`config.mk`:
```
export PLATFORM = sky130hd
export DESIGN_NAME = flash_erase_status_data_regs
export DESIGN_NICKNAME = d
export VERILOG_FILES = /design/src/data_half_reg.v /design/src/sticky_bits.v /design/src/flash_erase_status_data_regs.v
export VERILOG_INCLUDE_DIRS = /design/src
export SDC_FILE = /design/constraint.sdc
export NUM_CORES = 1
export LEC_CHECK = 0
export ABC_AREA = 1
export BUFFER_PORTS_ARGS = -buffer_cell sky130_fd_sc_hd__buf_2
export CELL_PAD_IN_SITES_DETAIL_PLACEMENT = 1
export CELL_PAD_IN_SITES_GLOBAL_PLACEMENT = 1
export CORE_AREA = 8 8 173 175
export DETAILED_ROUTE_END_ITERATION = 8
export DIE_AREA = 0 0 181 183
export PLACE_DENSITY_LB_ADDON = 0.2
export SKIP_LAST_GASP = 1
export SYNTH_ARGS = -nofsm -noshare
export SYNTH_HDL_FRONTEND = slang
export SYNTH_SLANG_ARGS = --single-unit
```
`constraint.sdc`:
```
create_clock -name mclk_i -period 2.22 [get_ports mclk_i]
set_input_delay 0 -clock mclk_i [delete_from_list [all_inputs] [get_ports mclk_i]]
set_output_delay 0 -clock mclk_i [all_outputs]
set_load 0.02 [all_outputs]
```
`src/flash_status_regs.vh`:
```
`ifndef FLASH_STATUS_REGS_VH
`define FLASH_STATUS_REGS_VH

// Register indices; byte address is four times the index
`define IDX_SECTOR_SELECT_STATUS_LOW 24'h080004
`define IDX_BANK_ERASE_STATUS_HIGH   24'h080006
`define IDX_PROGRAM_DATA0_LOW        24'h080008
`define IDX_PROGRAM_DATA0_HIGH       24'h08000a
`define IDX_PROGRAM_DATA1_LOW        24'h08000c
`define IDX_PROGRAM_DATA1_HIGH       24'h08000e
`define IDX_IRQ_STATUS               24'h080020
`define IDX_IRQ_MASK                 24'h080021
`define IDX_ERASE_VIEW               24'h080022

// Index to 32-bit byte address
`define BYTE_ADDR(i) ({6'h00, (i), 2'b00})

// Reset values
`define RST_STATUS_REG   16'h0000
`define RST_DATA_REG     16'hffff
`define RST_IRQ          3'h0
`define RST_SECTOR_BITS  8'h00
`define RST_BANK_BIT     1'b0

// Field positions
`define BANK_STATUS_POS  8
`define SECTOR_MSB       7
`define IRQ_END_OK       0
`define IRQ_END_ERR      1
`define IRQ_SUSPEND      2
`define IRQ_W            3

// Bus answers
`define RESP_OKAY        2'h0
`define RESP_SLVERR      2'h2

`endif

```
`src/data_half_reg.v`:
```
`timescale 1ns/1ps
// One 16-bit software data register with byte lanes
module data_half_reg #(
    parameter [15:0] RST_VAL = 16'hffff
) (
    // Clock and reset
    input  wire        mclk_i,
    input  wire        rst_b_i,
    // Write port
    input  wire        we_i,
    input  wire [1:0]  strb_i,
    input  wire [15:0] wdata_i,
    // Stored value
    output wire [15:0] q_o
);
    reg  [15:0] val_ff;     // Stored value
    reg  [15:0] nxt_val;    // Next stored value

    // Merge only the strobed lanes; others keep their value
    always @* begin
        nxt_val = val_ff;
        if (we_i && strb_i[0]) begin
            nxt_val[7:0] = wdata_i[7:0];
        end
        if (we_i && strb_i[1]) begin
            nxt_val[15:8] = wdata_i[15:8];
        end
    end

    // Holds until rewritten or reset
    always @(posedge mclk_i or negedge rst_b_i) begin
        if (!rst_b_i) begin
            val_ff <= RST_VAL;
        end else begin
            val_ff <= nxt_val;
        end
    end

    assign q_o = val_ff;
endmodule // data_half_reg

```
`src/sticky_bits.v`:
```
`timescale 1ns/1ps
// Sticky event bits, cleared by writing one; a set beats a clear
module sticky_bits #(
    parameter W = 3
) (
    // Clock and reset
    input  wire         mclk_i,
    input  wire         rst_b_i,
    // Events and clear
    input  wire [W-1:0] set_i,
    input  wire [W-1:0] clr_i,
    // Sticky state
    output wire [W-1:0] q_o
);
    reg  [W-1:0] bits_ff;   // Sticky state

    // Set is ORed in after the clear so no event is lost
    always @(posedge mclk_i or negedge rst_b_i) begin
        if (!rst_b_i) begin
            bits_ff <= {W{1'b0}};
        end else begin
            bits_ff <= (bits_ff & ~clr_i) | set_i;
        end
    end

    assign q_o = bits_ff;
endmodule // sticky_bits

```
`src/flash_erase_status_data_regs.v`:
```
`timescale 1ns/1ps
`include "flash_status_regs.vh"
module flash_erase_status_data_regs (
    // Clock and reset
    input  wire        mclk_i,
    input  wire        rst_b_i,
    // AXI4-Lite write address
    input  wire [31:0] s_axi_awaddr,
    input  wire        s_axi_awvalid,
    output wire        s_axi_awready,
    // AXI4-Lite write data
    input  wire [31:0] s_axi_wdata,
    input  wire [3:0]  s_axi_wstrb,
    input  wire        s_axi_wvalid,
    output wire        s_axi_wready,
    // AXI4-Lite write response
    output wire [1:0]  s_axi_bresp,
    output wire        s_axi_bvalid,
    input  wire        s_axi_bready,
    // AXI4-Lite read address
    input  wire [31:0] s_axi_araddr,
    input  wire        s_axi_arvalid,
    output wire        s_axi_arready,
    // AXI4-Lite read data
    output wire [31:0] s_axi_rdata,
    output wire [1:0]  s_axi_rresp,
    output wire        s_axi_rvalid,
    input  wire        s_axi_rready,
    // Erase sequencer state
    input  wire        erase_run_i,
    input  wire        erase_end_i,
    input  wire        err_flag_i,
    input  wire        suspend_flag_i,
    input  wire [7:0]  sector_hit_i,
    input  wire [20:0] program_address_pair_i,
    // Toward the program/erase engine
    output wire [7:0]  sector_select_o,
    output wire [63:0] program_data_o,
    output wire [20:0] program_address_o,
    // Status meaning
    output wire        bank_status_bit_o,
    output wire        bank_erase_failed_o,
    output wire        bank_erase_suspended_o,
    output wire [7:0]  sector_failed_o,
    output wire [7:0]  sector_suspended_o,
    // Interrupt
    output wire        irq_o
);
    // Write channel holding state
    reg         aw_full_ff;     // Write address captured
    reg         w_full_ff;      // Write data captured
    reg  [31:0] awaddr_ff;      // Captured write address
    reg  [31:0] wdata_ff;       // Captured write data
    reg  [3:0]  wstrb_ff;       // Captured byte strobes
    reg         bvalid_ff;      // Response pending
    reg  [1:0]  bresp_ff;       // Response code
    // Read channel state
    reg         rvalid_ff;      // Read data pending
    reg  [31:0] rdata_ff;       // Read data
    reg  [1:0]  rresp_ff;       // Read response code
    // Erase status state
    reg  [7:0]  sector_bits_ff; // Sector select / status
    reg         bank_bit_ff;    // Bank status bit
    reg  [7:0]  nxt_sector_bits;
    reg         nxt_bank_bit;
    reg         suspend_flag_d_ff;      // Suspend flag one cycle ago
    reg  [2:0]  irq_mask_ff;    // Interrupt enables
    // Combinational decode
    reg  [31:0] rd_mux;         // Read data mux
    reg         rd_hit;         // Read address mapped
    reg         wr_hit;         // Write address mapped
    wire        wr_go;          // Write performed this cycle
    wire        rd_go;          // Read accepted this cycle
    wire [15:0] data0_lo;       // Data register outputs
    wire [15:0] data0_hi;
    wire [15:0] data1_lo;
    wire [15:0] data1_hi;
    wire [2:0]  irq_status;     // Sticky event bits
    wire [2:0]  irq_set;        // Event pulses
    wire [2:0]  irq_clr;        // Write-one-to-clear
    wire        end_ok;         // Erase ended cleanly
    wire        end_err;        // Erase ended with error
    wire        we_sel;         // Write strobes per register
    wire        we_bank;
    wire        we_d0l;
    wire        we_d0h;
    wire        we_d1l;
    wire        we_d1h;
    wire        we_isr;
    wire        we_imask;

    // A write happens once both halves are in and the last answer left
    assign wr_go = aw_full_ff & w_full_ff & ~bvalid_ff;
    assign rd_go = s_axi_arvalid & ~rvalid_ff;

    // Ready only while the holding slot is empty
    assign s_axi_awready = ~aw_full_ff & ~bvalid_ff;
    assign s_axi_wready  = ~w_full_ff & ~bvalid_ff;
    assign s_axi_arready = ~rvalid_ff;
    assign s_axi_bvalid  = bvalid_ff;
    assign s_axi_bresp   = bresp_ff;
    assign s_axi_rvalid  = rvalid_ff;
    assign s_axi_rdata   = rdata_ff;
    assign s_axi_rresp   = rresp_ff;

    // Write address decode
    always @* begin
        case (awaddr_ff)
            `BYTE_ADDR(`IDX_SECTOR_SELECT_STATUS_LOW),
            `BYTE_ADDR(`IDX_BANK_ERASE_STATUS_HIGH),
            `BYTE_ADDR(`IDX_PROGRAM_DATA0_LOW),
            `BYTE_ADDR(`IDX_PROGRAM_DATA0_HIGH),
            `BYTE_ADDR(`IDX_PROGRAM_DATA1_LOW),
            `BYTE_ADDR(`IDX_PROGRAM_DATA1_HIGH),
            `BYTE_ADDR(`IDX_IRQ_STATUS),
            `BYTE_ADDR(`IDX_IRQ_MASK),
            `BYTE_ADDR(`IDX_ERASE_VIEW): wr_hit = 1'b1;
            default: wr_hit = 1'b0;
        endcase
    end

    assign we_sel   = wr_go && (awaddr_ff == `BYTE_ADDR(`IDX_SECTOR_SELECT_STATUS_LOW));
    assign we_bank  = wr_go && (awaddr_ff == `BYTE_ADDR(`IDX_BANK_ERASE_STATUS_HIGH));
    assign we_d0l   = wr_go && (awaddr_ff == `BYTE_ADDR(`IDX_PROGRAM_DATA0_LOW));
    assign we_d0h   = wr_go && (awaddr_ff == `BYTE_ADDR(`IDX_PROGRAM_DATA0_HIGH));
    assign we_d1l   = wr_go && (awaddr_ff == `BYTE_ADDR(`IDX_PROGRAM_DATA1_LOW));
    assign we_d1h   = wr_go && (awaddr_ff == `BYTE_ADDR(`IDX_PROGRAM_DATA1_HIGH));
    assign we_isr   = wr_go && (awaddr_ff == `BYTE_ADDR(`IDX_IRQ_STATUS));
    assign we_imask = wr_go && (awaddr_ff == `BYTE_ADDR(`IDX_IRQ_MASK));

    // Write channel: take address and data in either order
    always @(posedge mclk_i or negedge rst_b_i) begin
        if (!rst_b_i) begin
            aw_full_ff <= 1'b0;
            w_full_ff  <= 1'b0;
            awaddr_ff  <= 32'h00000000;
            wdata_ff   <= 32'h00000000;
            wstrb_ff   <= 4'h0;
            bvalid_ff  <= 1'b0;
            bresp_ff   <= `RESP_OKAY;
        end else begin
            if (s_axi_awvalid && s_axi_awready) begin
                aw_full_ff <= 1'b1;
                awaddr_ff  <= s_axi_awaddr;
            end
            if (s_axi_wvalid && s_axi_wready) begin
                w_full_ff <= 1'b1;
                wdata_ff  <= s_axi_wdata;
                wstrb_ff  <= s_axi_wstrb;
            end
            if (wr_go) begin
                // Unmapped writes are dropped and answered with an error
                aw_full_ff <= 1'b0;
                w_full_ff  <= 1'b0;
                bvalid_ff  <= 1'b1;
                bresp_ff   <= wr_hit ? `RESP_OKAY : `RESP_SLVERR;
            end else if (bvalid_ff && s_axi_bready) begin
                bvalid_ff <= 1'b0;
            end
        end
    end

    // Program data registers, 16 bits each in the low lanes
    data_half_reg #(.RST_VAL(`RST_DATA_REG)) u_data0_lo (
        .mclk_i  (mclk_i),
        .rst_b_i (rst_b_i),
        .we_i    (we_d0l),
        .strb_i  (wstrb_ff[1:0]),
        .wdata_i (wdata_ff[15:0]),
        .q_o     (data0_lo)
    );
    data_half_reg #(.RST_VAL(`RST_DATA_REG)) u_data0_hi (
        .mclk_i  (mclk_i),
        .rst_b_i (rst_b_i),
        .we_i    (we_d0h),
        .strb_i  (wstrb_ff[1:0]),
        .wdata_i (wdata_ff[15:0]),
        .q_o     (data0_hi)
    );
    data_half_reg #(.RST_VAL(`RST_DATA_REG)) u_data1_lo (
        .mclk_i  (mclk_i),
        .rst_b_i (rst_b_i),
        .we_i    (we_d1l),
        .strb_i  (wstrb_ff[1:0]),
        .wdata_i (wdata_ff[15:0]),
        .q_o     (data1_lo)
    );
    data_half_reg #(.RST_VAL(`RST_DATA_REG)) u_data1_hi (
        .mclk_i  (mclk_i),
        .rst_b_i (rst_b_i),
        .we_i    (we_d1h),
        .strb_i  (wstrb_ff[1:0]),
        .wdata_i (wdata_ff[15:0]),
        .q_o     (data1_hi)
    );

    // Odd word in the upper half, even word in the lower half
    assign program_data_o    = {data1_hi, data1_lo, data0_hi, data0_lo};
    assign program_address_o = program_address_pair_i;

    assign end_ok  = erase_end_i & ~err_flag_i;
    assign end_err = erase_end_i & err_flag_i;

    // Erase status next state: clean end clears, software writes,
    // and the hardware set is applied last so it wins over a clear
    always @* begin
        nxt_sector_bits = sector_bits_ff;
        nxt_bank_bit    = bank_bit_ff;
        if (end_ok) begin
            nxt_sector_bits = 8'h00;
            nxt_bank_bit    = 1'b0;
        end
        if (we_sel && wstrb_ff[0]) begin
            nxt_sector_bits = wdata_ff[`SECTOR_MSB:0];
        end
        if (we_bank && wstrb_ff[1]) begin
            nxt_bank_bit = wdata_ff[`BANK_STATUS_POS];
        end
        if (erase_run_i) begin
            // Sectors under erase report their state
            nxt_sector_bits = nxt_sector_bits | sector_hit_i;
            nxt_bank_bit    = 1'b1;
        end
    end

    // Erase status registers
    always @(posedge mclk_i or negedge rst_b_i) begin
        if (!rst_b_i) begin
            // Sector field is only eight bits wide, so its own reset constant
            sector_bits_ff <= `RST_SECTOR_BITS;
            bank_bit_ff    <= `RST_BANK_BIT;
            suspend_flag_d_ff      <= 1'b0;
            irq_mask_ff    <= `RST_IRQ;
        end else begin
            sector_bits_ff <= nxt_sector_bits;
            bank_bit_ff    <= nxt_bank_bit;
            suspend_flag_d_ff      <= suspend_flag_i;
            if (we_imask && wstrb_ff[0]) begin
                irq_mask_ff <= wdata_ff[`IRQ_W-1:0];
            end
        end
    end

    assign sector_select_o   = sector_bits_ff;
    assign bank_status_bit_o = bank_bit_ff;

    // Error overrides suspend; with neither flag the bits mean nothing
    assign bank_erase_failed_o    = bank_bit_ff & err_flag_i;
    assign sector_failed_o        = sector_bits_ff & {8{err_flag_i}};
    assign bank_erase_suspended_o = bank_bit_ff & ~err_flag_i & suspend_flag_i;
    assign sector_suspended_o     = sector_bits_ff & {8{~err_flag_i & suspend_flag_i}};

    // Interrupt events: clean end, failed end, suspend entry
    assign irq_set[`IRQ_END_OK]  = end_ok;
    assign irq_set[`IRQ_END_ERR] = end_err;
    assign irq_set[`IRQ_SUSPEND] = suspend_flag_i & ~suspend_flag_d_ff;
    assign irq_clr = (we_isr && wstrb_ff[0]) ? wdata_ff[`IRQ_W-1:0] : 3'h0;

    sticky_bits #(.W(`IRQ_W)) u_irq_status (
        .mclk_i  (mclk_i),
        .rst_b_i (rst_b_i),
        .set_i   (irq_set),
        .clr_i   (irq_clr),
        .q_o     (irq_status)
    );

    // Level interrupt while any enabled event is pending
    assign irq_o = |(irq_status & irq_mask_ff);

    // Read mux; reserved bits read as zero
    always @* begin
        rd_hit = 1'b1;
        rd_mux = 32'h00000000;
        case (s_axi_araddr)
            `BYTE_ADDR(`IDX_SECTOR_SELECT_STATUS_LOW): rd_mux[7:0] = sector_bits_ff;
            `BYTE_ADDR(`IDX_BANK_ERASE_STATUS_HIGH):
                rd_mux[`BANK_STATUS_POS] = bank_bit_ff;
            `BYTE_ADDR(`IDX_PROGRAM_DATA0_LOW):  rd_mux[15:0] = data0_lo;
            `BYTE_ADDR(`IDX_PROGRAM_DATA0_HIGH): rd_mux[15:0] = data0_hi;
            `BYTE_ADDR(`IDX_PROGRAM_DATA1_LOW):  rd_mux[15:0] = data1_lo;
            `BYTE_ADDR(`IDX_PROGRAM_DATA1_HIGH): rd_mux[15:0] = data1_hi;
            `BYTE_ADDR(`IDX_IRQ_STATUS): rd_mux[2:0] = irq_status;
            `BYTE_ADDR(`IDX_IRQ_MASK):   rd_mux[2:0] = irq_mask_ff;
            `BYTE_ADDR(`IDX_ERASE_VIEW):
                rd_mux[3:0] = {suspend_flag_i, err_flag_i, erase_end_i, erase_run_i};
            default: rd_hit = 1'b0;
        endcase
    end

    // Read channel: data registered one cycle after the address
    always @(posedge mclk_i or negedge rst_b_i) begin
        if (!rst_b_i) begin
            rvalid_ff <= 1'b0;
            rdata_ff  <= 32'h00000000;
            rresp_ff  <= `RESP_OKAY;
        end else if (rd_go) begin
            rvalid_ff <= 1'b1;
            rdata_ff  <= rd_mux;
            rresp_ff  <= rd_hit ? `RESP_OKAY : `RESP_SLVERR;
        end else if (rvalid_ff && s_axi_rready) begin
            rvalid_ff <= 1'b0;
        end
    end
endmodule // flash_erase_status_data_regs

```
==> impl_metrics.json, run 1 <==
{
  "status": "completed",
  "worstMarginPinSlew_ns": 0.6105,
  "syn-cell-area_mm2": 0.008045,
  "finalWirelength_um": 27120,
  "drtIter0Drc": 295,
  "synth_cells": 967,
  "via_per_inst": 4.467,
  "cellPowerDensity_mw_per_mm2": 821.4,
  "peakVddDrop_mv": 0.8343,
  "cts_htree_levels": 4,
  "dpl.hpwl_um": 20370,
  "clock-sinks": 152,
  "final.min_clock_period_ns": 1.890,
  "rsz0062_at_grt": "false",
  "fin_area_mm2": 0.01056,
  "num_rows": 61,
  "numPortBuffers": 215,
  "clockBufferDepth": 2,
  "wl_met2_um": 13470,
  "filler_cell_count": 3325,
  "syn_area_per_cell_um2": 8.320,
  "start_util_pct": 29.44,
  "cts_buffers": 17,
  "drc_errors": 0,
  "placed_area_mm2": 0.009244,
  "min_path_type": "input port to output port",
  "synth.yosys.seq_area_share_pct": 48.27,
  "grt_pass1_vias": 7599,
  "gr-usage-all-layers_pct": 16.71,
  "yosys-top-cells-area": "dfrtp_1, dfstp_2, nand2_1, nor2_1, inv_1",
  "synth.distinct_cells": 31,
  "power_leakage_nw": 5.358,
  "routabilityCongestion": 0.7904,
  "cts_root_buf": "clkbuf_16",
  "ys_ff_latch": 152,
  "design.core.area_mm2": 0.02732,
  "die_area_mm2": 0.03312,
  "cts_tree": "yes",
  "synth.largest_area_cell": "dfrtp_1",
  "die_w_um": 181,
  "area_growth_pct": 31.31,
  "yosysWarningCount": 0,
  "path_class": "flop to flop",
  "synth_edf_count": 0,
  "antenna_cells": 0,
  "drive_gt1_share_pct": 33.95,
  "whs_path_depth": 0,
  "grt-ovfl-total": 0,
  "via_count": 7112,
  "wl_met1_um": 11990,
  "max_freq_mhz": 529.2,
  "top_layer": "met4",
  "arrival_ns": 2.17,
  "nets": 1373,
  "final_hold_viol_count": 0,
  "cp_max_fo": 10,
  "pin_count": 294,
  "wl_per_cell_um": 17.04,
  "r2r_cells": 8,
  "critPathLaunchType": "flop",
  "finClkSkew_ns": 0.02326,
  "critPathRequiredTime_ns": 2.50,
  "max_slew_margin_pct": 59.05,
  "fin_crit_sh_pct": 85.11,
  "first_pass_iters": 4,
  "grt_pass1_wl_um": 43480,
  "synth_ff_type": "dfrtp_1",
  "clk_pin_slew_ns": 0.07,
  "slew_viol_final": 0,
  "yosysTopAreaCellShare_pct": 27.37,
  "setup-violations-final": 0,
  "tns_ns": 0,
  "die_h_um": 183,
  "async_reset_ff_share_pct": 100.0,
  "drv_cap": 0,
  "ant_nets": 0,
  "grt_max_degree": 55,
  "clock_latency_ns": 0.44,
  "cp-end-kind": "flop",
  "dr_wl_met3_um": 1451,
  "antenna_found_initial": 0
}
==> cell usage after synthesis, types with 2 or more instances <==
master / n
dfstp_2: 64
clkinv_1: 3
a21oi_1: 47
mux2_2: 17
nand3_4: 8
nor2_8: 4
clkbuf_1: 10
nand3_1: 67
nand2_4: 2
o21ai_1: 27
nor2_1: 122
o211ai_1: 9
inv_1: 91
o21ai_2: 39
nand4_1: 2
nor2_4: 7
nor3_1: 2
buf_4: 40
dfrtp_1: 88
buf_2: 6
nor2_2: 9
o21ai_0: 19
nand2_1: 256
nor3_2: 2
nand2_2: 3
nand3_2: 4
inv_2: 7
buf_6: 9
==> flip-flops by register name (all words and copies together), names as in the netlist, 2 cells and up <==
signal            count
wstrb_ff              2
u_data0_hi.q_o       16
u_data0_lo.q_o       16
u_data1_hi.q_o       16
wdata_ff             16
awaddr_ff            32
sector_select_o       8
u_data1_lo.q_o       16
u_irq_status.q_o      3
irq_mask_ff           3
s_axi_rdata          16
==> metal layers <==
| layer | track usage, % | vias up |
|---|---|---|
| li1 | - | 3551 |
| met1 | 20.03 | 3394 |
| met2 | 29.40 | 151 |
| met3 | 4.828 | 16 |
| met4 | 3.739 | 0 |
| met5 | 0 | - |
==> repair_timing <==
action / 4_1_cts / 5_1_grt
gates resized for setup: 0 / 0
hold endpoints to repair: 180 / 0
hold buffers: 72 / 0
buffers inserted: 0 / 0
==> metrics by stage <==
| stage | worst slack (ns) | utilization (%) | instances | hold slack (ns) | total power [mW] |
|---|---|---|---|---|---|
| after floorplan | 0.6494 | - | 984 | -0.2956 | 5.049 |
| after global placement | 0.4808 | 33.83 | 1488 | -0.01795 | 5.632 |
| after detailed placement | 0.4413 | 33.83 | 1488 | -0.01660 | 5.696 |
| after CTS | 0.3141 | 38.66 | 1592 | 0.0001367 | 8.825 |
| after global routing | 0.1661 | 38.66 | 1592 | 0.00003305 | 9.237 |
| final | 0.3305 | 38.66 | 1592 | 0.000007743 | 8.678 |
==> layout make-up <==
cell class / instances / area [um^2] / area share (%)
Multi-Input combinational cell: 664 / 3367 / 31.87
Clock inverter: 15 / 173.9 / 1.646
Inverter: 102 / 385.4 / 3.648
Sequential cell: 152 / 3884 / 36.76
Timing Repair Buffer: 296 / 1896 / 17.94
Tap cell: 346 / 432.9 / 4.098
Clock buffer: 17 / 425.4 / 4.027
==> cell usage in the layout, fill, tap and decap left out, types with 3 or more instances in the layout <==
cell | synthesis | final
nand2_1 | 256 | 256
buf_2 | 6 | 214
nor2_1 | 122 | 122
inv_1 | 91 | 91
dfrtp_1 | 88 | 88
dlygate4sd3_1 | 0 | 72
nand3_1 | 67 | 67
dfstp_2 | 64 | 64
a21oi_1 | 47 | 47
o21ai_2 | 39 | 39
o21ai_1 | 27 | 27
o21ai_0 | 19 | 19
conb_1 | 1 | 18
mux2_2 | 17 | 17
clkbuf_16 | 0 | 17
nor2_2 | 9 | 9
o211ai_1 | 9 | 9
nand3_4 | 8 | 8
inv_6 | 0 | 8
inv_2 | 7 | 7
nor2_4 | 7 | 7
buf_4 | 40 | 7
nand3_2 | 4 | 4
nor2_8 | 4 | 4
nand2_2 | 3 | 3
clkinv_1 | 3 | 3
inv_8 | 0 | 3
==> path summary, 6_finish.rpt <==
| kind | start | to | slack [ns] |
|---|---|---|---|
| setup / recovery | awaddr_ff[17]$_DFFE_PN0P_ | u_irq_status.q_o[1]$_DFF_PN0_ | 0.33 |
| hold / removal | program_address_pair_i[13] | program_address_o[13] | 0.000008 |
| setup reg to reg | awaddr_ff[17]$_DFFE_PN0P_ | u_irq_status.q_o[1]$_DFF_PN0_ | 0.33 |
| hold reg to reg | suspend_flag_d_ff$_DFF_PN0_ | u_irq_status.q_o[2]$_DFF_PN0_ | 0.43 |
| max in group asynchronous | rst_b_i | u_data1_hi.q_o[7]$_DFFE_PN1P_ | 1.42 |
| min in group asynchronous | rst_b_i | s_axi_rdata[1]$_DFFE_PN0P_ | 0.08 |
==> power breakdown <==
part	switching (mW)	internal (mW)	leakage, nW	total, mW
sequential	0.252	3.30	1.68	3.55
combinational	1.44	0.712	3.39	2.15
clock	1.36	1.61	0.292	2.98
total	3.05	5.62	5.36	8.68
==> worst max-delay path, cell delays in order (launching register included) <==
cell	delay, ns
dfrtp_1	0.38
nor2_1	0.12
nand2_1	0.09
nor2_2	0.16
nand2_4	0.16
nor2_8	0.20
nand3_1	0.20
o21ai_0	0.26
o21ai_0	0.17
==> logic make-up (layout without fill, tap and decap cells) <==
family,Yosys count,count (layout),share of synthesized area [%]
multiplexers,17,17,2.379
buffers and inverters,168,430,10.67
other,1,18,0.04661
flip-flops,152,152,48.27
AND/OR/NAND/NOR,488,488,27.76
AO/OA/AOI/OAI,141,141,10.87
No activity file was read; power rests on OpenSTA's default activity.
==> run 2: changes to the inputs <==
Settings changed: CORE_AREA 8 8 173 175 to 8 8 156 195, DIE_AREA 0 0 181 183 to 0 0 164 203, HOLD_SLACK_MARGIN set to 0.1.
==> run 2 against run 1 <==
Compared with the run above:
- non-clock buffer count increased by 30
- global-route usage rose by 0.79 points
- sequential power hardly changed
- register-to-register slack improved by 0.15 ns
- core utilization is 0.93 points higher
- critical path depth stayed put
- cell area up 2.4%
- power shrank 0.85%
==> impl_metrics.json, run 2 (same netlist as run 1, synthesis figures left out) <==
{
  "start_util_pct": 29.46,
  "design.core.area_mm2": 0.02731,
  "numPortBuffers": 215,
  "rsz0062_at_grt": "false",
  "first_pass_iters": 4,
  "layout_common_cells": "nand2_1, buf_2, nor2_1, dlygate4sd3_1, inv_1",
  "power_leakage_nw": 5.448,
  "die_h_um": 203,
  "critPathLaunchType": "flop",
  "r2r_cells": 8,
  "grt_pass1_wl_um": 45260,
  "antenna_cells": 0,
  "path_class": "flop to flop",
  "dpl.hpwl_um": 20580,
  "r2r-end": "sector_select_o[1]$_DFF_PN0_",
  "drtIter0Drc": 264,
  "final.min_clock_period_ns": 1.735,
  "antenna_found_initial": 0,
  "layout_setup_ws_ns": 0.4848,
  "tns_ns": 0,
  "top_register": "awaddr_ff",
  "setup-violations-final": 0,
  "drive_gt1_share_pct": 33.07,
  "nets": 1403,
  "grt-ovfl-total": 0,
  "clock-sinks": 152,
  "post_cts_buffers": 0,
  "clockBufferDepth": 2,
  "area_growth_pct": 34.42,
  "cp-end-kind": "flop",
  "via_count": 7399,
  "min_path_type": "input port to async pin",
  "wl_per_cell_um": 17.66,
  "cellPowerDensity_mw_per_mm2": 795.6,
  "arrival_ns": 2.02,
  "die_w_um": 164,
  "finalWirelength_um": 28710,
  "final_common_cell": "nand2_1",
  "cts_tree": "yes",
  "pin_count": 294,
  "finClkSkew_ns": 0.01589,
  "max_freq_mhz": 576.3,
  "routabilityCongestion": 0.7998,
  "stdcell_count": 1626,
  "fin_crit_sh_pct": 78.16,
  "worstMarginPinSlew_ns": 0.6889,
  "status": "completed",
  "cts_buffers": 17,
  "cts_resized": 0,
  "place_ws_ns": 0.4670,
  "via_per_inst": 4.550,
  "num_rows": 68,
  "drv_cap": 0,
  "r2r_slack_ns": 0.48,
  "clk_pin_slew_ns": 0.06,
  "die_area_mm2": 0.03329,
  "clock_latency_ns": 0.43,
  "cts_htree_levels": 4,
  "grt_pass1_vias": 8071,
  "placed_cells": 1495,
  "slew_viol_final": 0,
  "max_slew_margin_pct": 54.08,
  "cp_max_fo": 16,
  "grt_max_degree": 66,
  "filler_cell_count": 3332,
  "peakVddDrop_mv": 0.5179,
  "critPathRequiredTime_ns": 2.51,
  "cts_root_buf": "clkbuf_16",
  "ant_nets": 0,
  "gr-usage-all-layers_pct": 17.51,
  "final_hold_viol_count": 0,
  "largest_register_ffs": 32,
  "drc_errors": 0,
  "r2r_start": "awaddr_ff[1]$_DFFE_PN0P_"
}
==> run 2: cell types whose count changed in the layout (fill, tap and decap cells not counted), sizes merged <==
cell / before / now
dlygate4sd3: 72 / 99
inv: 110 / 100
clkbuf: 17 / 22
clkinvlp: 1 / 6
buf: 224 / 227
==> run 2: area by class of cell <==
type	count	area (um^2)	share of cell area, %
Clock buffer	22	454.2	4.200
Clock inverter	10	97.59	0.9025
Inverter	102	385.4	3.564
Multi-Input combinational cell	664	3367	31.14
Sequential cell	152	3884	35.91
Tap cell	350	437.9	4.050
Timing Repair Buffer	326	2188	20.24
==> run 2: what timing repair did <==
| action | 4_1_cts | 5_1_grt |
|---|---|---|
| hold buffers | 99 | 0 |
| endpoints found under the hold margin | 179 | 0 |
| setup endpoints to repair | 0 | 0 |
==> run 2: stage by stage <==
step / area, um^2 / hold WS, ns / total power, mW / util [%]
6_report: 10810 / 0.1459 / 8.604 / 39.60
5_1_grt: 10810 / 0.2011 / 9.128 / 39.60
4_1_cts: 10810 / 0.1355 / 8.739 / 39.60
3_5_place_dp: 9271 / 0.0001367 / 5.727 / 33.95
3_3_place_gp: 9271 / 0.0001367 / 5.654 / 33.95
2_1_floorplan: 8109 / -0.2956 / 5.049 / -
==> run 2: routing by layer <==
layer | track usage, % | vias up | share of wire (%)
li1 | - | 3611 | -
met1 | 20.39 | 3563 | 41
met2 | 30.63 | 192 | 51
met3 | 4.053 | 33 | 5.7
met4 | 6.376 | 0 | 2.5
met5 | 0 | - | 0
==> run 2: power by group <==
group	internal (mW)	switching (mW)
clock network	1.58	1.21
registers	3.30	0.263
logic	0.758	1.50
==> run 2: worst max-delay path, stage by stage (launching register included) <==
cell      delay [ns]
dfrtp_1         0.39
nor2_2          0.18
nand3_2         0.20
nor2_1          0.13
nand2_1         0.07
nor2_2          0.13
nand2_2         0.23
nand3_1         0.15
o211ai_1        0.10
==> run 2: worst max path at each step <==
stage | startpoint | end | slack, ns | cells after the start
global placement | awaddr_ff[23]$_DFFE_PN0P_ | irq_mask_ff[0]$_DFFE_PN0P_ | 0.52 | 8
global route | awaddr_ff[25]$_DFFE_PN0P_ | u_irq_status.q_o[1]$_DFF_PN0_ | 0.27 | 8
detailed placement | awaddr_ff[17]$_DFFE_PN0P_ | u_irq_status.q_o[2]$_DFF_PN0_ | 0.47 | 8
finish | awaddr_ff[1]$_DFFE_PN0P_ | sector_select_o[1]$_DFF_PN0_ | 0.48 | 8
floorplan | s_axi_bvalid$_DFFE_PN0P_ | wdata_ff[15]$_DFFE_PN0P_ | 0.65 | 5
CTS | awaddr_ff[1]$_DFFE_PN0P_ | sector_select_o[2]$_DFF_PN0_ | 0.46 | 8
